==> src/dtcu_pkg.sv <==
/*
 * Constants, field layouts and carrier types for the dual timer/counter unit.
 * Assumes an APB master with 32-bit data; registers sit in the low byte lanes.
 */
// Summary of operation
// - Unit has load register, counter, readable latch
// - Load and latch reached one byte each
// - Exactly two independent timer/counter units
// - Unit 1 input lines four-seven, output line zero
// - Unit 2 input line four, output line one
// - Clock and enable from pins or prescaler
// - Each unit picks its own clock rate
// - Pin clock edge: rising, falling or both
// - Output enable only when unit drives line
// - One interrupt per unit, function-chosen condition
// - Any line interrupts on edges or levels
// - Unit 1 input through programmable four-way multiplexer
// - Load and latch are sixteen bits wide
// - Unit 1 input reselectable among four lines
package dtcu_pkg;

	// ****************************************************************
	// Register map (byte addresses, one word per register)
	// ****************************************************************
	localparam logic [7:0] UNIT_STRIDE    = 8'h20;
	localparam logic [7:0] OFF_CTRL       = 8'h00;
	localparam logic [7:0] OFF_LOAD_LO    = 8'h04;
	localparam logic [7:0] OFF_LOAD_HI    = 8'h08;
	localparam logic [7:0] OFF_LATCH_LO   = 8'h0C;
	localparam logic [7:0] OFF_LATCH_HI   = 8'h10;
	localparam logic [7:0] OFF_PRESCALE   = 8'h14;
	localparam logic [7:0] OFF_IRQ_STAT   = 8'h40;
	localparam logic [7:0] OFF_IRQ_MASK   = 8'h44;
	localparam logic [7:0] OFF_LINE_MODE  = 8'h48;
	localparam logic [7:0] OFF_LINE_STAT  = 8'h4C;

	// ****************************************************************
	// Control register fields
	// ****************************************************************
	localparam int CTRL_FUNC_LSB  = 0;
	localparam int CTRL_CLKSRC    = 4;
	localparam int CTRL_EDGE_LSB  = 5;
	localparam int CTRL_ENSRC     = 7;
	localparam int CTRL_INSEL_LSB = 8;
	localparam int CTRL_OUTEN     = 10;
	localparam logic [15:0] CTRL_RESET   = 16'h0000;
	localparam logic [15:0] PRESCALE_RST = 16'h0000;

	localparam int IRQ_UNIT_BITS = 2;
	localparam int LINE_COUNT    = 8;
	localparam int IRQ_WIDTH     = IRQ_UNIT_BITS + LINE_COUNT;

	// Counting functions
	typedef enum logic [3:0] {
		FN_OFF      = 4'h0,
		FN_TOTAL    = 4'h1,
		FN_PERIOD   = 4'h2,
		FN_ONTIME   = 4'h3,
		FN_PULSECNT = 4'h4,
		FN_EDGELOG  = 4'h5,
		FN_QUAD     = 4'h6,
		FN_ONESHOT  = 4'h8,
		FN_FREQ     = 4'h9,
		FN_PWM      = 4'hA
	} dtcu_func_t;

	typedef enum logic [1:0] {
		EDGE_RISE = 2'h0,
		EDGE_FALL = 2'h1,
		EDGE_BOTH = 2'h2
	} dtcu_edge_t;

	// Line interrupt modes
	typedef enum logic [2:0] {
		LM_OFF  = 3'h0,
		LM_RISE = 3'h1,
		LM_FALL = 3'h2,
		LM_BOTH = 3'h3,
		LM_HIGH = 3'h4,
		LM_LOW  = 3'h5
	} dtcu_lmode_t;

	typedef struct packed {
		logic       outEn;
		logic [1:0] inSel;
		logic       enSrc;
		dtcu_edge_t edgeSel;
		logic       clkSrc;
		dtcu_func_t func;
	} dtcu_ctrl_t;

	typedef struct packed {
		logic        evt;
		logic        outLevel;
		logic [15:0] latch;
	} dtcu_stat_t;

endpackage

==> src/dtcu_top.sv <==
/*
 * Dual timer/counter block with APB register access, line interrupts.
 * Assumes line inputs are asynchronous pins; APB is on clk.
 */
`timescale 1ns/100ps
module dtcu_top (
	input  wire logic        clk,
	input  wire logic        rst,
	input  wire logic        psel,
	input  wire logic        penable,
	input  wire logic        pwrite,
	input  wire logic [7:0]  paddr,
	input  wire logic [31:0] pwdata,
	output logic      [31:0] prdata,
	output logic             pready,
	output logic             pslverr,
	input  wire logic [7:0]  generalLineIn,
	output logic             generalLineZeroOut,
	output logic             generalLineZeroOe_n,
	output logic             generalLineOneOut,
	output logic             generalLineOneOe_n,
	output logic             irq
);
	localparam int NUNITS = 2;

	logic [7:0]                 lineMeta_reg;
	logic [7:0]                 lineSync_reg;
	logic [7:0]                 linePrev_reg;
	dtcu_pkg::dtcu_ctrl_t       ctrl_reg [NUNITS];
	logic [15:0]                prescale_reg [NUNITS];
	logic [7:0]                 loadLo_reg [NUNITS];
	logic [15:0]                loadVal_reg [NUNITS];
	logic [NUNITS-1:0]          loadStb_reg;
	logic [7:0]                 latchHi_reg [NUNITS];
	dtcu_pkg::dtcu_stat_t       stat [NUNITS];
	logic [NUNITS-1:0]          unitSig;
	logic [dtcu_pkg::IRQ_WIDTH-1:0] irqStat_reg;
	logic [dtcu_pkg::IRQ_WIDTH-1:0] irqMask_reg;
	logic [23:0]                lineMode_reg;
	logic [dtcu_pkg::IRQ_WIDTH-1:0] irqEvent;
	logic [7:0]                 lineEvent;
	logic                       wrAcc;
	logic                       rdAcc;
	logic                       unitHit;
	logic                       unitIdx;
	logic [7:0]                 unitOff;

	// ****************************************************************
	// Pin synchronisers and line edge detection
	// ****************************************************************
	always_ff @(posedge clk or posedge rst)
	begin
		if (rst)
		begin
			lineMeta_reg <= 8'h00;
			lineSync_reg <= 8'h00;
			linePrev_reg <= 8'h00;
		end
		else
		begin
			lineMeta_reg <= generalLineIn;
			lineSync_reg <= lineMeta_reg;
			linePrev_reg <= lineSync_reg;
		end
	end

	function automatic logic lineHit(input logic [2:0] mode, input logic cur,
		input logic prev);
		case (dtcu_pkg::dtcu_lmode_t'(mode))
			dtcu_pkg::LM_RISE: lineHit = cur & ~prev;
			dtcu_pkg::LM_FALL: lineHit = ~cur & prev;
			dtcu_pkg::LM_BOTH: lineHit = cur ^ prev;
			dtcu_pkg::LM_HIGH: lineHit = cur;
			dtcu_pkg::LM_LOW:  lineHit = ~cur;
			default:           lineHit = 1'b0;
		endcase
	endfunction

	genvar gl;
	generate
		for (gl = 0; gl < dtcu_pkg::LINE_COUNT; gl++)
		begin : g_line
			assign lineEvent[gl] = lineHit(lineMode_reg[3*gl +: 3], lineSync_reg[gl],
				linePrev_reg[gl]);
		end
	endgenerate

	// ****************************************************************
	// Unit input routing and instances
	// ****************************************************************
	assign unitSig[0] = lineSync_reg[3'd4 + {1'b0, ctrl_reg[0].inSel}];
	assign unitSig[1] = lineSync_reg[4];

	genvar gu;
	generate
		for (gu = 0; gu < NUNITS; gu++)
		begin : g_unit
			dtcu_unit #(
				.WIDTH(16)
			) u_unit (
				.clk     (clk),
				.rst     (rst),
				.ctrl    (ctrl_reg[gu]),
				.loadVal (loadVal_reg[gu]),
				.loadStb (loadStb_reg[gu]),
				.prescale(prescale_reg[gu]),
				.sigIn   (unitSig[gu]),
				.gateIn  (lineSync_reg[5 + gu]),
				.stat    (stat[gu])
			);
		end
	endgenerate

	// Lines zero and one released unless the unit drives them
	always_ff @(posedge clk or posedge rst)
	begin
		if (rst)
		begin
			generalLineZeroOut  <= 1'b0;
			generalLineZeroOe_n <= 1'b1;
			generalLineOneOut   <= 1'b0;
			generalLineOneOe_n  <= 1'b1;
		end
		else
		begin
			generalLineZeroOut  <= stat[0].outLevel;
			generalLineZeroOe_n <= ~ctrl_reg[0].outEn;
			generalLineOneOut   <= stat[1].outLevel;
			generalLineOneOe_n  <= ~ctrl_reg[1].outEn;
		end
	end

	// ****************************************************************
	// APB decode
	// ****************************************************************
	assign pready  = 1'b1;
	assign wrAcc   = psel & penable & pwrite;
	assign rdAcc   = psel & ~pwrite;
	assign unitHit = (paddr < 8'h40) && (paddr[4:0] <= dtcu_pkg::OFF_PRESCALE[4:0]);
	assign unitIdx = paddr[5];
	assign unitOff = {3'b000, paddr[4:0]};

	always_comb
	begin
		pslverr = 1'b0;
		if (psel && penable && !unitHit && paddr != dtcu_pkg::OFF_IRQ_STAT
			&& paddr != dtcu_pkg::OFF_IRQ_MASK && paddr != dtcu_pkg::OFF_LINE_MODE
			&& paddr != dtcu_pkg::OFF_LINE_STAT)
			pslverr = 1'b1;
		if (psel && penable && paddr[1:0] != 2'b00)
			pslverr = 1'b1;
	end

	// ****************************************************************
	// Unit registers
	// ****************************************************************
	always_ff @(posedge clk or posedge rst)
	begin
		if (rst)
		begin
			for (int i = 0; i < NUNITS; i++)
			begin
				ctrl_reg[i]     <= dtcu_pkg::CTRL_RESET[10:0];
				prescale_reg[i] <= dtcu_pkg::PRESCALE_RST;
				loadLo_reg[i]   <= 8'h00;
				loadVal_reg[i]  <= 16'h0000;
			end
			loadStb_reg <= '0;
		end
		else
		begin
			loadStb_reg <= '0;
			if (wrAcc && unitHit && !pslverr)
			begin
				case (unitOff)
					dtcu_pkg::OFF_CTRL:
						ctrl_reg[unitIdx] <= pwdata[10:0];
					dtcu_pkg::OFF_PRESCALE:
						prescale_reg[unitIdx] <= pwdata[15:0];
					dtcu_pkg::OFF_LOAD_LO:
						loadLo_reg[unitIdx] <= pwdata[7:0];
					dtcu_pkg::OFF_LOAD_HI:
					begin
						loadVal_reg[unitIdx] <= {pwdata[7:0], loadLo_reg[unitIdx]};
						loadStb_reg[unitIdx] <= 1'b1;
					end
					default:
					begin
					end
				endcase
			end
		end
	end

	// Reading the low latch byte snapshots the high byte
	always_ff @(posedge clk or posedge rst)
	begin
		if (rst)
			for (int i = 0; i < NUNITS; i++)
				latchHi_reg[i] <= 8'h00;
		else if (rdAcc && penable && unitHit && unitOff == dtcu_pkg::OFF_LATCH_LO)
			latchHi_reg[unitIdx] <= stat[unitIdx].latch[15:8];
	end

	// ****************************************************************
	// Interrupt status and mask
	// ****************************************************************
	assign irqEvent = {lineEvent, stat[1].evt, stat[0].evt};

	always_ff @(posedge clk or posedge rst)
	begin
		if (rst)
		begin
			irqStat_reg  <= '0;
			irqMask_reg  <= '0;
			lineMode_reg <= 24'h00_0000;
		end
		else
		begin
			if (wrAcc && paddr == dtcu_pkg::OFF_IRQ_MASK)
				irqMask_reg <= pwdata[dtcu_pkg::IRQ_WIDTH-1:0];
			if (wrAcc && paddr == dtcu_pkg::OFF_LINE_MODE)
				lineMode_reg <= pwdata[23:0];
			if (wrAcc && paddr == dtcu_pkg::OFF_IRQ_STAT)
				irqStat_reg <= (irqStat_reg & ~pwdata[dtcu_pkg::IRQ_WIDTH-1:0]) | irqEvent;
			else
				irqStat_reg <= irqStat_reg | irqEvent;
		end
	end

	assign irq = |(irqStat_reg & irqMask_reg);

	// ****************************************************************
	// Read data
	// ****************************************************************
	always_comb
	begin
		prdata = 32'h0000_0000;
		if (psel && !pwrite)
		begin
			if (unitHit)
			begin
				case (unitOff)
					dtcu_pkg::OFF_CTRL:     prdata = {21'h0, ctrl_reg[unitIdx]};
					dtcu_pkg::OFF_LOAD_LO:  prdata = {24'h0, loadVal_reg[unitIdx][7:0]};
					dtcu_pkg::OFF_LOAD_HI:  prdata = {24'h0, loadVal_reg[unitIdx][15:8]};
					dtcu_pkg::OFF_LATCH_LO: prdata = {24'h0, stat[unitIdx].latch[7:0]};
					dtcu_pkg::OFF_LATCH_HI: prdata = {24'h0, latchHi_reg[unitIdx]};
					dtcu_pkg::OFF_PRESCALE: prdata = {16'h0, prescale_reg[unitIdx]};
					default:                prdata = 32'h0000_0000;
				endcase
			end
			else
			begin
				case (paddr)
					dtcu_pkg::OFF_IRQ_STAT:  prdata = {22'h0, irqStat_reg};
					dtcu_pkg::OFF_IRQ_MASK:  prdata = {22'h0, irqMask_reg};
					dtcu_pkg::OFF_LINE_MODE: prdata = {8'h0, lineMode_reg};
					dtcu_pkg::OFF_LINE_STAT: prdata = {24'h0, lineSync_reg};
					default:                 prdata = 32'h0000_0000;
				endcase
			end
		end
	end

endmodule // dtcu_top

==> src/dtcu_unit.sv <==
/*
 * One 16-bit timer/counter: load register, counter and latch.
 * Assumes input and gate arrive synchronised to clk.
 */
`timescale 1ns/100ps
module dtcu_unit #(
	parameter int WIDTH = 16
) (
	input  wire logic               clk,
	input  wire logic               rst,
	input  wire dtcu_pkg::dtcu_ctrl_t ctrl,
	input  wire logic [WIDTH-1:0]   loadVal,
	input  wire logic               loadStb,
	input  wire logic [15:0]        prescale,
	input  wire logic               sigIn,
	input  wire logic               gateIn,
	output dtcu_pkg::dtcu_stat_t    stat
);
	logic [WIDTH-1:0] count_reg;
	logic [WIDTH-1:0] reload_reg;
	logic [15:0]      pre_reg;
	logic             sigPrev_reg;
	logic             preTick;
	logic             sigRise;
	logic             sigFall;
	logic             sigEdge;
	logic             tick;
	logic             enable;
	logic             isOut;

	assign sigRise = sigIn & ~sigPrev_reg;
	assign sigFall = ~sigIn & sigPrev_reg;
	assign preTick = (pre_reg == prescale);
	assign isOut   = ctrl.func[3];

	// ****************************************************************
	// Clock and enable selection
	// ****************************************************************
	always_comb
	begin
		case (ctrl.edgeSel)
			dtcu_pkg::EDGE_RISE: sigEdge = sigRise;
			dtcu_pkg::EDGE_FALL: sigEdge = sigFall;
			default:             sigEdge = sigRise | sigFall;
		endcase
		tick   = ctrl.clkSrc ? sigEdge : preTick;
		enable = ctrl.enSrc ? gateIn : 1'b1;
	end

	always_ff @(posedge clk or posedge rst)
	begin
		if (rst)
			pre_reg <= 16'h0000;
		else if (preTick)
			pre_reg <= 16'h0000;
		else
			pre_reg <= pre_reg + 16'h0001;
	end

	always_ff @(posedge clk or posedge rst)
	begin
		if (rst)
			sigPrev_reg <= 1'b0;
		else
			sigPrev_reg <= sigIn;
	end

	always_ff @(posedge clk or posedge rst)
	begin
		if (rst)
			reload_reg <= '0;
		else if (loadStb)
			reload_reg <= loadVal;
	end

	// ****************************************************************
	// Counter, latch, output and event per function
	// ****************************************************************
	always_ff @(posedge clk or posedge rst)
	begin
		if (rst)
		begin
			count_reg <= '0;
			stat      <= '0;
		end
		else
		begin
			stat.evt <= 1'b0;
			case (ctrl.func)
				dtcu_pkg::FN_TOTAL, dtcu_pkg::FN_PULSECNT:
				begin
					if (sigEdge && enable)
						count_reg <= count_reg + 1'b1;
					stat.latch <= 16'(count_reg);
					if (sigEdge && enable && count_reg == reload_reg)
						stat.evt <= 1'b1;
				end
				dtcu_pkg::FN_PERIOD, dtcu_pkg::FN_EDGELOG:
				begin
					if (sigEdge)
					begin
						stat.latch <= 16'(count_reg);
						count_reg  <= '0;
						stat.evt   <= 1'b1;
					end
					else if (preTick)
						count_reg <= count_reg + 1'b1;
				end
				dtcu_pkg::FN_ONTIME:
				begin
					if (sigIn && preTick)
						count_reg <= count_reg + 1'b1;
					if (sigFall)
					begin
						stat.latch <= 16'(count_reg);
						count_reg  <= '0;
						stat.evt   <= 1'b1;
					end
				end
				dtcu_pkg::FN_QUAD:
				begin
					if (sigEdge)
						count_reg <= gateIn ? count_reg - 1'b1 : count_reg + 1'b1;
					stat.latch <= 16'(count_reg);
				end
				dtcu_pkg::FN_ONESHOT:
				begin
					if (loadStb)
					begin
						count_reg     <= loadVal;
						stat.outLevel <= (loadVal != '0);
					end
					else if (tick && count_reg != '0)
					begin
						count_reg <= count_reg - 1'b1;
						if (count_reg == 1)
						begin
							stat.outLevel <= 1'b0;
							stat.evt      <= 1'b1;
						end
					end
				end
				dtcu_pkg::FN_FREQ:
				begin
					if (tick && enable)
					begin
						if (count_reg == '0)
						begin
							count_reg     <= reload_reg;
							stat.outLevel <= ~stat.outLevel;
							stat.evt      <= stat.outLevel;
						end
						else
							count_reg <= count_reg - 1'b1;
					end
				end
				dtcu_pkg::FN_PWM:
				begin
					if (tick && enable)
					begin
						count_reg     <= count_reg + 1'b1;
						stat.outLevel <= (count_reg < reload_reg);
						if (count_reg == '1)
							stat.evt <= 1'b1;
					end
				end
				default:
				begin
					count_reg     <= '0;
					stat.outLevel <= 1'b0;
				end
			endcase
			if (!isOut)
				stat.outLevel <= 1'b0;
		end
	end

endmodule // dtcu_unit

==> config.mk <==
export PLATFORM = sky130hd
export DESIGN_NAME = dtcu_top
export DESIGN_NICKNAME = d
export VERILOG_FILES = /design/src/dtcu_pkg.sv /design/src/dtcu_top.sv /design/src/dtcu_unit.sv
export SDC_FILE = /design/constraint.sdc
export NUM_CORES = 1
export LEC_CHECK = 0
export ABC_AREA = 1
export BUFFER_PORTS_ARGS = -buffer_cell sky130_fd_sc_hd__clkbuf_2
export CORE_AREA = 2 2 210 212
export DETAILED_ROUTE_END_ITERATION = 10
export DIE_AREA = 0 0 212 214
export PLACE_DENSITY_LB_ADDON = 0.25
export SLEW_MARGIN = 20
export SYNTH_ARGS = -nofsm -noshare
export SYNTH_HDL_FRONTEND = slang
export SYNTH_SLANG_ARGS = --single-unit
==> constraint.sdc <==
create_clock -name clk -period 10.4 [get_ports clk]
set_clock_uncertainty 0.05 [all_clocks]
set_input_delay 0.52 -clock clk [delete_from_list [all_inputs] [get_ports clk]]
set_output_delay 0.52 -clock clk [all_outputs]
set_load 0.05 [all_outputs]
Word level (Yosys, flattened, before mapping) --
Cells that the tools add are included.
Word-level totals: register bits after elaboration 326, output and inout port bits 39, logic and storage cells 416, bits of input ports 53
Operators by class: $add $sub $neg 7, reductions and logical operators 63, equality and inequality tests 111, muxes and demuxes 118, magnitude comparators 9, bitwise gates (word level) 63
Operators by type and width (count):
- $mux 16 | 40
- $pmux 16 s7 | 2
- $pmux 16 s3 | 2
- $pmux 16 s6 | 1
- $pmux 24 s4 | 1
- $add 16x1->16 const B | 4
- $bwmux 32 | 2
- $eq 16x16->1 | 4
- $mux 32 | 2
- $reduce_bool 16->1 | 4
- $mux 8 | 7
- $eq 3x2->1 const B | 16
- $eq 3x3->1 const B | 16
- $mux 11 | 4
- $pmux 1 s5 | 8
- $bwmux 16 | 2
- $eq 16x1->1 const B | 2
- $eq 16x16->1 const B | 2
- $eq 8x7->1 const B | 4
- $logic_not 16->1 | 2
- $lt 16x16->1 | 2
- $ne 8x7->1 const B | 4
- $sub 16x1->16 const B | 2
- $logic_and 1x1->1 | 29
- 55 further kinds | 209

Depth between registers and ports, before layout --
Gate-level depths: netlist of the first run.
word-level depth 13, depth in mapped cells 16, gate-level depth less buffers 16

Modules after synthesis --
Synthesis of the first run repeated with hierarchy kept, for this count alone.
Unflattened totals: cell total of the unflattened synthesis 2776, area total of the unflattened synthesis 19867.8 µm²
Modules (own cells, without submodules):
- dtcu_top | times used 1, area each 9922.0 µm², seq. area each 4807.1 µm², cells each 1267
- dtcu_unit (g_unit[1].u_unit) | times used 1, area each 4974.8 µm², seq. area each 1676.6 µm², cells each 757
- dtcu_unit (g_unit[0].u_unit) | times used 1, area each 4971.0 µm², seq. area each 1676.6 µm², cells each 752

Least setup slack after synthesis of the first run --
Ideal clock, no wire load.
path type input -> output, start point input paddr[4], end point output prdata[14], data required time 9.830 ns, stages on the path 10, path buffers 2, setup slack 7.208 ns, data arrival time 2.622 ns, cells stage by stage buf_4 inv_1 a21oi_1 nand2_1 nand2_4 inv_6 nor2_4 nand2_1 buf_2 o21ai_0
Between the ends: word-level cells in the longest chain between the ends 4, elaborated cells between the ends (all ways) 17, classes of those cells 2 x order compare; 9 x eq/ne; 4 x mux; 2 x reduce/logical
RTL lines:
- from (decl) | RTL line dtcu_top.sv:12 | input wire logic [7:0] paddr,
- $lt 8x7->1, or another cell as far along | RTL line dtcu_top.sv:139 | assign unitHit = (paddr < 8'h40) && (paddr[4:0] <= dtcu_pkg::OFF_PRESCALE[4:0]);
- $logic_and 1x1->1, or another cell as far along | RTL line dtcu_top.sv:139
- $mux 32 * | RTL line dtcu_top.sv:241 | if (unitHit)
- $mux 32 * | RTL line dtcu_top.sv:239 | if (psel && !pwrite)
- to (decl) | RTL line dtcu_top.sv:14 | output logic [31:0] prdata,
Every way passes the cells marked *; elsewhere a longest branch is shown, timed or not.

Worst setup path after layout of the first run --
start point input paddr[5], end point output prdata[4]
Between the ends: word-level cells in the longest chain between the ends 7, elaborated cells between the ends (all ways) 26, classes of those cells 1 x order compare; 4 x eq/ne; 19 x mux; 1 x bitwise; 1 x reduce/logical
RTL lines:
- $not 1->2 (implied by the code)
- $mux 16 (implied by the code), or another cell as far along (3 in a row) | RTL line dtcu_top.sv:249 | dtcu_pkg::OFF_PRESCALE: prdata = {16'h0, prescale_reg[unitIdx]};
- $pmux 16 s6 | RTL line dtcu_top.sv:243 | case (unitOff)
- $mux 32 * | RTL line dtcu_top.sv:241
- $mux 32 * | RTL line dtcu_top.sv:239
Every way passes the cells marked *; elsewhere a longest branch is shown, timed or not. The select of a mux whose other input is x is not followed.

==> implementation parameters, run 1 <==
Parameter                              Value

Outcome
  Result of the run    finished clean

Placement
  Buffers added on ports    74
  Final estimated routing congestion in global placement    0.932
  Final HPWL from detailed placement    42700 um
  Area of placed instances    19800 um^2

Clock tree
  Clk sinks    325
  Root buffer cell    sky130_fd_sc_hd__clkbuf_16
  CTS Buf Count    38
  H-tree levels    2
  CTS tree    built
  Largest buffer count on any clock path    3
  Clock latency on the worst-skew pair    560 ps
  Clock slew at the register clock pins of the worst setup and hold paths    50 ps

Setup path
  Crit end category    primary output
  Req. time, crit path    9830 ps
  Setup slack of the most critical reg-to-reg path    7200 ps
  Startpoint of the most critical register-to-register path    lineSync_reg[6]
  Delay of the slowest cell on the worst path    610 ps
  Type of the worst setup path    in2out
  Most common cell on crit path    sky130_fd_sc_hd__nand2_1
  Worst-path maximum fanout    30
  Startpoint type of the worst setup path    input port
  Worst path cell trace    buf_2, clkinv_1, buf_4, nor3_1, a21oi_1, nand4_1, nand2_1, nand2_1, clkbuf_2
  Buffers and inverters on the worst path    4
  Crit-path slowest cell    sky130_fd_sc_hd__nor3_1
  Reg2reg end    g_unit[0].u_unit.count_reg[8]
  Data arrival, critical path    2960 ps
  Worst r2r path cells    13
  Top cell family by delay on the critical path    buffers and inverters

Cells and area
  Register with the highest flop count    g_unit.u_unit.stat
  Area used by multi-input combinational logic    9300 um^2
  Final core utilization    49.1%
  Ant diodes    0
  Layout fillers    4266
  Net total in the final layout    2716
  Cell area after layout    21000 um^2
  Layout area overhead    10.0%
  Layout cell share with drive strength beyond 1    8.34%
  Sequential cell area    8140 um^2
  Max reg flops    36

Power and ir drop
  Cell-internal power    2.05 mW
  Combinational group share of total power    5.1%
  Clk network pwr share    47.6%
  Net Switching    0.665 mW
  Share of power burned in registers    47.3%
  PD cells    129 nW/um^2
  Net switching share of the total power    24.5%
  Worst vdd ir    0.110 mV
  Leakage    10.4 nW

Logic synthesis
  Area share of and/or/nand/nor cells after synthesis    29.1%
  Share of the yosys chip area belonging to registers    42.5%
  Synth Area in XOR/XNOR    1.51%
  Post-Synth Adder-Cell Area    3.92%
  Mean post-synth cell area    7.46 um^2
  Dominant register cell in the synthesized netlist    sky130_fd_sc_hd__dfrtp_1
  Post-synth cell types    66
  Multiplexer share of the synthesized area    0.530%
  Main combinational cell family by area after synthesis    simple AND/OR/NAND/NOR gates
  Number of instances in the synthesized netlist    2565
  Share of synthesized flip-flops with an asynchronous set or reset    100%
  Complex-gate fraction of the synthesized area    13.2%
  Post-synth EDFFs    0
  Synth warnings    0
  Synthesis-stage register bit count    325
  Post-synthesis instance area    19100 um^2

Global routing
  Number of antenna violations at the first check in global routing    1
  Global-route wire length before repair    93500 um
  Pin count of the biggest net entering global routing    186
  Vias in the first global route    16.5k
  Overall fraction of global-route tracks in use    26.3%
  Final global-route overflow total    0

Drt
  Overall via count from detail_route    17.5k
  Post-route antenna net violation count    0
  Via density per instance    5.44
  Pre-Repair DR Iteration Count    6
  Final WL    59000 um
  Routed length per placed instance    18.4 um
  DRC viols    0
  Starting DRT DRC Count    1841

STA
  Maximum achievable frequency    283 MHz
  Max Transition Viols Final    0
  Share of the clock period used by the worst path after layout    34.0%
  Final setup fails    0
  Max-slew headroom at the worst pin    32.4%
  Setup repair after global routing missed its margin    no
  Final critical path time including I/O delays and setup    3530 ps
  Worst Tran Pin Value    1010 ps
  Fin Setup TNS    0 ps
  Hold Vio Cnt, Final    0

Floorplanning
  Vertical die dimension    214 um
  Starting density of the core    44.6%
  Die area    45400 um^2
  IO Pins    92
  Horizontal die dimension    212 um
  Core Footprint    42900 um^2
  Site row count    76

Min path
  Type of the worst min-delay path    in2async

Run
  Reported max-cap violation count    0
## timing repair
item,CTS,global route
resized for setup,0,0
buffers inserted,0,0
hold endpoints to repair,6,0
hold buffers,6,0
endpoints found under the setup margin,0,0
## per-layer routing
| metal | part of all wire, % | up-vias | track usage (%) |
|---|---|---|---|
| met5 | 0.022 | - | 0 |
| met4 | 2.4 | 2 | 7.72 |
| met3 | 7.4 | 84 | 3.64 |
| met2 | 45 | 627 | 40.6 |
| met1 | 46 | 8336 | 38.4 |
| li1 | - | 8420 | - |
## worst max path at each step
stage / start / endpoint / slack [ps] / cells after the start
final: paddr[5] / prdata[4] / 6870 / 9
after detailed placement: paddr[5] / prdata[3] / 6920 / 9
after global routing: paddr[5] / prdata[5] / 6730 / 10
after CTS: paddr[5] / prdata[3] / 6920 / 9
after global placement: paddr[5] / prdata[5] / 6940 / 10
after floorplan: rst / ctrl_reg[0] / 840 / 1
## cell type report
class | count | share of cell area [%]
Multi-Input combinational cell | 1839 | 44.2
Sequential cell | 325 | 38.7
Inverter | 311 | 5.65
Clock buffer | 53 | 4.93
Tap cell | 585 | 3.48
Timing Repair Buffer | 88 | 2.49
Clock inverter | 11 | 0.601
## power by group through the flow
stage / Combinational, mW / Clock [mW] / Sequential [mW]
global route: 0.153 / 1.37 / 1.28
finish: 0.138 / 1.29 / 1.28
CTS: 0.137 / 1.32 / 1.28
floorplan: 0.0886 / 0 / 1.30
detailed placement: 0.135 / 0 / 1.31
global placement: 0.133 / 0 / 1.31
## through the flow
stage	worst slack (ps)	power [mW]	cells	hold WS (ps)
6_report	6870	2.72	3212	18.6
5_1_grt	6730	2.81	3212	11.6
4_1_cts	6920	2.74	3211	0.159
3_5_place_dp	6920	1.44	3141	289
3_3_place_gp	6940	1.44	3141	282
2_1_floorplan	835	1.39	2572	281
## worst register-to-register path, cell delays in order, from the launching register on
cell and delay, ps:
sky130_fd_sc_hd__dfrtp_1 590, sky130_fd_sc_hd__inv_1 320, sky130_fd_sc_hd__o21ai_0 230, sky130_fd_sc_hd__nand2_1 150, sky130_fd_sc_hd__inv_1 110, sky130_fd_sc_hd__ha_1 220
sky130_fd_sc_hd__nand2_1 90, sky130_fd_sc_hd__nand2_1 140, sky130_fd_sc_hd__a21oi_2 330, sky130_fd_sc_hd__nand3_2 400, sky130_fd_sc_hd__nand2_1 180, sky130_fd_sc_hd__nand3_1 90
sky130_fd_sc_hd__nand4_1 110, sky130_fd_sc_hd__nand2_1 60
## logic make-up after synthesis
| group | count (synthesis) |
|---|---|
| and+or+nand+nor | 1267 |
| AOI/OAI and AO/OA | 460 |
| buffers and inverters | 408 |
| DFF | 325 |
| adders and majority gates | 60 |
| xor gates and xnor gates | 33 |
| muxes | 10 |
| other | 2 |
## layout by cell type (no fill, tap or decap), types with 27 or more instances in the layout
master	count
sky130_fd_sc_hd__nand2_1	752
sky130_fd_sc_hd__dfrtp_1	323
sky130_fd_sc_hd__inv_1	291
sky130_fd_sc_hd__o21ai_0	203
sky130_fd_sc_hd__nor2_1	193
sky130_fd_sc_hd__nand3_1	156
sky130_fd_sc_hd__a21oi_1	110
sky130_fd_sc_hd__o21ai_1	75
sky130_fd_sc_hd__clkbuf_2	73
sky130_fd_sc_hd__nand4_1	60
sky130_fd_sc_hd__ha_1	60
sky130_fd_sc_hd__clkbuf_16	38
sky130_fd_sc_hd__xor2_1	31
sky130_fd_sc_hd__nor3_1	27
## synthesized netlist by cell type, types with 4 or more instances
library cell | n | area share, %
sky130_fd_sc_hd__a21oi_1 | 110 | 2.9
sky130_fd_sc_hd__buf_1 | 5 | 0.098
sky130_fd_sc_hd__buf_2 | 42 | 1.1
sky130_fd_sc_hd__buf_4 | 13 | 0.51
sky130_fd_sc_hd__buf_6 | 13 | 0.77
sky130_fd_sc_hd__clkbuf_1 | 23 | 0.45
sky130_fd_sc_hd__dfrtp_1 | 323 | 42
sky130_fd_sc_hd__ha_1 | 60 | 3.9
sky130_fd_sc_hd__inv_1 | 292 | 5.7
sky130_fd_sc_hd__inv_2 | 14 | 0.27
sky130_fd_sc_hd__mux2i_1 | 9 | 0.47
sky130_fd_sc_hd__nand2_1 | 752 | 15
sky130_fd_sc_hd__nand2_2 | 15 | 0.49
sky130_fd_sc_hd__nand2_4 | 5 | 0.29
sky130_fd_sc_hd__nand3_1 | 156 | 4.1
sky130_fd_sc_hd__nand3_2 | 7 | 0.37
sky130_fd_sc_hd__nand3b_1 | 5 | 0.20
sky130_fd_sc_hd__nand4_1 | 60 | 2.0
sky130_fd_sc_hd__nor2_1 | 193 | 3.8
sky130_fd_sc_hd__nor2_2 | 7 | 0.23
sky130_fd_sc_hd__nor2_4 | 9 | 0.53
sky130_fd_sc_hd__nor3_1 | 27 | 0.71
sky130_fd_sc_hd__nor3_2 | 4 | 0.21
sky130_fd_sc_hd__nor4_1 | 8 | 0.26
sky130_fd_sc_hd__o2111ai_1 | 16 | 0.73
sky130_fd_sc_hd__o211ai_1 | 6 | 0.24
sky130_fd_sc_hd__o21ai_0 | 203 | 5.3
sky130_fd_sc_hd__o21ai_1 | 75 | 2.0
sky130_fd_sc_hd__o22ai_1 | 16 | 0.52
sky130_fd_sc_hd__xor2_1 | 31 | 1.4
Note: power is estimated with default switching activity, not from simulation.
==> inputs of run 2 (changes only) <==
- clock period: 10.4 -> 3.1 ns (I/O delays scaled with it)
==> implementation parameters, run 2 (synthesis gave the netlist of run 1 again) <==
Parameter                              Value

Cells and area
  Register with the highest flop count    g_unit.u_unit.stat
  Layout cell share with drive strength beyond 1    9.83%
  Max reg flops    36
  Ant diodes    0
  Layout area overhead    14.1%
  Leading cell type in the layout, fill and taps excluded    sky130_fd_sc_hd__nand2_1
  Final Instance Count excl. Fillers    3280
  Most frequent cells in the layout    sky130_fd_sc_hd__nand2_1 (752), sky130_fd_sc_hd__dfrtp_1 (323), sky130_fd_sc_hd__inv_1 (291)
  Net total in the final layout    2778
  Layout fillers    4130

Drt
  Starting DRT DRC Count    1674
  Pre-Repair DR Iteration Count    5
  Routed length per placed instance    18.4 um
  Overall via count from detail_route    17.9k
  Post-route antenna net violation count    0
  DRC viols    0
  Final WL    60300 um
  Via density per instance    5.46

STA
  Hold Worst Slack    129 ps
  Share of the clock period used by the worst path after layout    95.8%
  Setup repair after global routing missed its margin    no
  Worst Tran Pin Value    744 ps
  Max-slew headroom at the worst pin    50.3%
  Maximum achievable frequency    337 MHz
  Max Transition Viols Final    0
  Final critical path time including I/O delays and setup    2970 ps
  Fin Setup TNS    0 ps
  Final setup fails    0
  Hold Vio Cnt, Final    0

Setup path
  Reg2reg end    g_unit[0].u_unit.count_reg[8]
  Worst-path maximum fanout    7
  Worst r2r path cells    13
  Most common cell on crit path    sky130_fd_sc_hd__nand2_1
  Req. time, crit path    2890 ps
  Startpoint of the most critical register-to-register path    ctrl_reg[19]
  Crit end category    primary output
  Crit-path slowest cell    sky130_fd_sc_hd__dlygate4sd3_1
  Timing startpoint of the critical path    paddr[0]
  Delay of the slowest cell on the worst path    530 ps
  Worst path cell trace    dlygate4sd3_1, clkbuf_2, inv_1, nand2_1, nor3_2, buf_4, nand2_1, inv_1, nand2_1, o21ai_0, o31ai_1, nand2_1, buf_12
  Type of the worst setup path    in2out
  Worst setup endpoint    prdata[0]
  Data arrival, critical path    2770 ps
  Startpoint type of the worst setup path    input port
  Setup slack of the most critical reg-to-reg path    280 ps

Power and ir drop
  Worst vdd ir    0.339 mV
  Design Power    9.58 mW
  Leakage    10.7 nW
  PD cells    439 nW/um^2

Clock tree
  H-tree levels    2
  Clock slew at the register clock pins of the worst setup and hold paths    70 ps
  CTS tree    built
  Root buffer cell    sky130_fd_sc_hd__clkbuf_16
  CTS Buf Count    38
  Largest buffer count on any clock path    3
  Clock latency on the worst-skew pair    580 ps
  Setup Buffers After CTS    0
  Clk sinks    325

Min path
  Type of the worst min-delay path    in2reg

Global routing
  Number of antenna violations at the first check in global routing    1
  Global-route wire length before repair    94900 um
  Overall fraction of global-route tracks in use    26.8%
  Pin count of the biggest net entering global routing    102
  Final global-route overflow total    0
  Vias in the first global route    17.2k

Floorplanning
  Vertical die dimension    214 um
  Core Footprint    42900 um^2
  Die area    45400 um^2
  Starting density of the core    44.6%
  Horizontal die dimension    212 um
  IO Pins    92
  Site row count    76

Placement
  Buffers added on ports    74
  Final HPWL from detailed placement    44400 um
  Final estimated routing congestion in global placement    0.928
  Number of instances in the placed design    3175

Outcome
  Result of the run    finished clean

Run
  Reported max-cap violation count    0
run 2: changes by cell type in the layout (fill, tap and decap cells not counted), moves of 4 or more:
cell	before	now
sky130_fd_sc_hd__clkinv_2	5	9
sky130_fd_sc_hd__buf_4	6	38
sky130_fd_sc_hd__dlygate4sd3_1	6	35
sky130_fd_sc_hd__clkbuf_8	3	8
sky130_fd_sc_hd__clkbuf_2	73	67
sky130_fd_sc_hd__buf_12	1	9
sky130_fd_sc_hd__clkbuf_1	12	5
run 2: metrics by stage:
step / utilization, % / instance area [um^2] / worst slack [ps]
2_1_floorplan: - / 19200 / -1440
3_3_place_gp: 47.0 / 20100 / 473
3_5_place_dp: 47.0 / 20100 / 307
4_1_cts: 50.9 / 21800 / 147
5_1_grt: 50.9 / 21800 / 36.0
6_report: 50.9 / 21800 / 130
run 2: timing repair:
item                                    4_1_cts  5_1_grt
resized for setup                             0        1
endpoints found under the setup margin        0        2
hold buffers                                 35        0
hold endpoints to repair                     84        0
run 2: how the worst min path moves through the flow:
stage                                start  cells past startpoint               end  slack, ps
after floorplan           generalLineIn[0]                      0   lineMeta_reg[0]        140
after global placement                 rst                      2  prescale_reg[21]        190
after detailed placement               rst                      2  prescale_reg[21]        200
after CTS                         paddr[4]                      4    loadStb_reg[0]         90
after global routing              paddr[4]                      4    loadStb_reg[0]        150
final                             paddr[4]                      4    loadStb_reg[0]        130
run 2: power breakdown:
part | internal, mW | switching, mW | leakage, nW | total [mW]
sequential | 4.27 | 0.0277 | 4.12 | 4.30
combinational | 0.141 | 0.379 | 5.97 | 0.520
clock | 2.82 | 1.94 | 0.654 | 4.76
total | 7.23 | 2.35 | 10.7 | 9.58
run 2: cell type report:
class,instances,area (um^2),share of cell area [%]
inverter,311,1180,5.41
timing repair buffer,150,1160,5.30
clock inverter,19,248,1.13
multi-input combinational,1839,9300,42.6
tap,585,732,3.35
sequential,325,8140,37.3
clock buffer,51,1080,4.95
run 2: metal layers:
layer	global-route usage, %	vias to the layer above	wire, um
li1	-	8548	-
met1	37.1	8557	26500
met2	41.7	655	26900
met3	5.41	142	4700
met4	9.53	2	2190
met5	0	-	9
run 2: worst max-delay path, delay by kind of cell:
| kind | cells | cell delay (ps) |
|---|---|---|
| AO/OA/AOI/OAI | 2 | 610 |
| buffers and inverters | 6 | 1270 |
| AND/OR/NAND/NOR | 5 | 710 |
==> inputs of run 3 (changes only) <==
- CORE_AREA: 2 2 210 212 -> 8 8 292 294
- DIE_AREA: 0 0 212 214 -> 0 0 300 302
==> implementation parameters, run 3 (synthesis gave the netlist of run 1 again) <==
Parameter                              Value

Drt
  Post-route antenna net violation count    0
  Final WL    66400 um
  Overall via count from detail_route    17.3k
  DRC viols    0
  Pre-Repair DR Iteration Count    7
  Starting DRT DRC Count    1230
  Routed length per placed instance    17.5 um
  Via density per instance    4.55

Power and ir drop
  PD cells    441 nW/um^2
  Worst vdd ir    0.318 mV
  Leakage    10.9 nW

Setup path
  Data arrival, critical path    2800 ps
  Worst r2r path cells    13
  Worst path cell trace    dlygate4sd3_1, buf_4, clkinv_1, buf_4, nand2_1, inv_1, a21boi_0, nand4_1, o21ai_0, nand2_1, clkbuf_2
  Startpoint type of the worst setup path    input port
  Crit end category    primary output
  Crit-path slowest cell    sky130_fd_sc_hd__dlygate4sd3_1
  Req. time, crit path    2890 ps
  Delay of the slowest cell on the worst path    520 ps
  Top cell family by delay on the critical path    buffers and inverters
  Setup slack of the most critical reg-to-reg path    490 ps
  Buffers and inverters on the worst path    6
  Reg2reg end    g_unit[0].u_unit.count_reg[5]
  Worst-path maximum fanout    24
  Type of the worst setup path    in2out
  Startpoint of the most critical register-to-register path    ctrl_reg[19]

Clock tree
  Largest buffer count on any clock path    3
  H-tree levels    2
  CTS Buf Count    41
  CTS tree    built
  Clock latency on the worst-skew pair    580 ps
  Setup Buffers After CTS    0
  Clk sinks    325
  Clock slew at the register clock pins of the worst setup and hold paths    60 ps
  Root buffer cell    sky130_fd_sc_hd__clkbuf_16

STA
  Fin Setup TNS    0 ps
  Hold Worst Slack    111 ps
  Setup repair after global routing missed its margin    no
  Final critical path time including I/O delays and setup    3010 ps
  Hold Vio Cnt, Final    0
  Worst Tran Pin Value    1030 ps
  Max Transition Viols Final    0
  Maximum achievable frequency    332 MHz
  Share of the clock period used by the worst path after layout    97.0%
  Final setup fails    0
  Max-slew headroom at the worst pin    31.0%

Min path
  Type of the worst min-delay path    in2reg
  Worst hold path stage count    4
  Worst min-delay path startpoint    paddr[4]
  Worst-case hold path end point    loadStb_reg[0]

Floorplanning
  Starting density of the core    23.6%
  Horizontal die dimension    300 um
  Die area    90600 um^2
  Vertical die dimension    302 um
  Site row count    105
  IO Pins    92
  Core Footprint    80900 um^2

Global routing
  Number of antenna violations at the first check in global routing    1
  Final global-route overflow total    0
  Global-route wire length before repair    103000 um
  Overall fraction of global-route tracks in use    14.5%
  Vias in the first global route    16.8k
  Pin count of the biggest net entering global routing    52

Outcome
  Result of the run    finished clean

Cells and area
  Ant diodes    0
  Net total in the final layout    2801
  Layout area overhead    19.0%
  Leading cell type in the layout, fill and taps excluded    sky130_fd_sc_hd__nand2_1
  Final Instance Count excl. Fillers    3790
  Layout fillers    8871
  Most frequent cells in the layout    sky130_fd_sc_hd__nand2_1 (752), sky130_fd_sc_hd__dfrtp_1 (323), sky130_fd_sc_hd__inv_1 (291)
  Final core utilization    28.1%
  Max reg flops    36
  Layout cell share with drive strength beyond 1    10.6%
  Register with the highest flop count    g_unit.u_unit.stat

Run
  Reported max-cap violation count    0

Placement
  Buffers added on ports    74
  Final estimated routing congestion in global placement    0.884
  Final HPWL from detailed placement    50400 um
  Number of instances in the placed design    3679
run 3: cell types whose count changed in the layout (fill, tap and decap cells not counted), sizes merged, moves of 2 or more:
cell      previous run  this run
buf                 48        68
bufinv               4         6
clkbuf             118       123
clkinv              15         9
clkinvlp             3         8
inv                308       306
run 3: worst max-delay path by stage:
stage	startpoint	slack [ps]	endpoint	depth (start not counted)
detailed placement	ctrl_reg[19]	440	g_unit[0].u_unit.count_reg[10]	13
CTS	paddr[0]	90	prdata[11]	10
floorplan	rst	-1440	ctrl_reg[0]	1
finish	paddr[5]	90	prdata[5]	11
global placement	ctrl_reg[19]	470	g_unit[0].u_unit.count_reg[14]	13
global route	paddr[5]	5	prdata[5]	11
run 3: layout make-up:
type / count / area, um^2 / share of cell area [%]
multi-input combinational: 1839 / 9300 / 40.8
sequential: 325 / 8140 / 35.7
timing repair buffer: 170 / 1360 / 5.99
tap: 1070 / 1340 / 5.88
inverter: 311 / 1180 / 5.19
clock buffer: 57 / 1180 / 5.17
clock inverter: 18 / 273 / 1.20
run 3: per-layer routing:
layer	vias to the layer above	routed length, um	track usage [%]
met5	-	0	0
met3	87	2590	1.74
met1	8220	32100	20.4
li1	8607	-	-
met4	0	1900	4.71
met2	341	29800	23.0
run 3: metrics by stage:
step                power, mW  instance area [um^2]  worst slack (ps)
floorplan                4.67                 19200             -1440
global placement         4.89                 20900               474
detailed placement       4.90                 20900               442
CTS                      10.2                 22800              87.3
global route             10.4                 22800              4.79
finish                   10.0                 22800              91.8
run 3: power breakdown:
group	switching, mW	internal, mW	leakage [nW]
Combinational	0.387	0.156	6.08
Sequential	0.0273	4.28	4.12
Clock	2.03	3.17	0.686
Total	2.45	7.60	10.9
run 3: timing repair:
| action | in CTS | in global routing |
|---|---|---|
| endpoints found under the hold margin | 84 | 0 |
| hold buffers | 36 | 0 |
| setup endpoints to repair | 0 | 4 |
| resized for setup | 0 | 2 |
run 3: worst min-delay path, stage by stage:
cell and delay (ps):
sky130_fd_sc_hd__clkbuf_2 240, sky130_fd_sc_hd__nor2_1 80, sky130_fd_sc_hd__nand2_1 140, sky130_fd_sc_hd__nor2_4 70
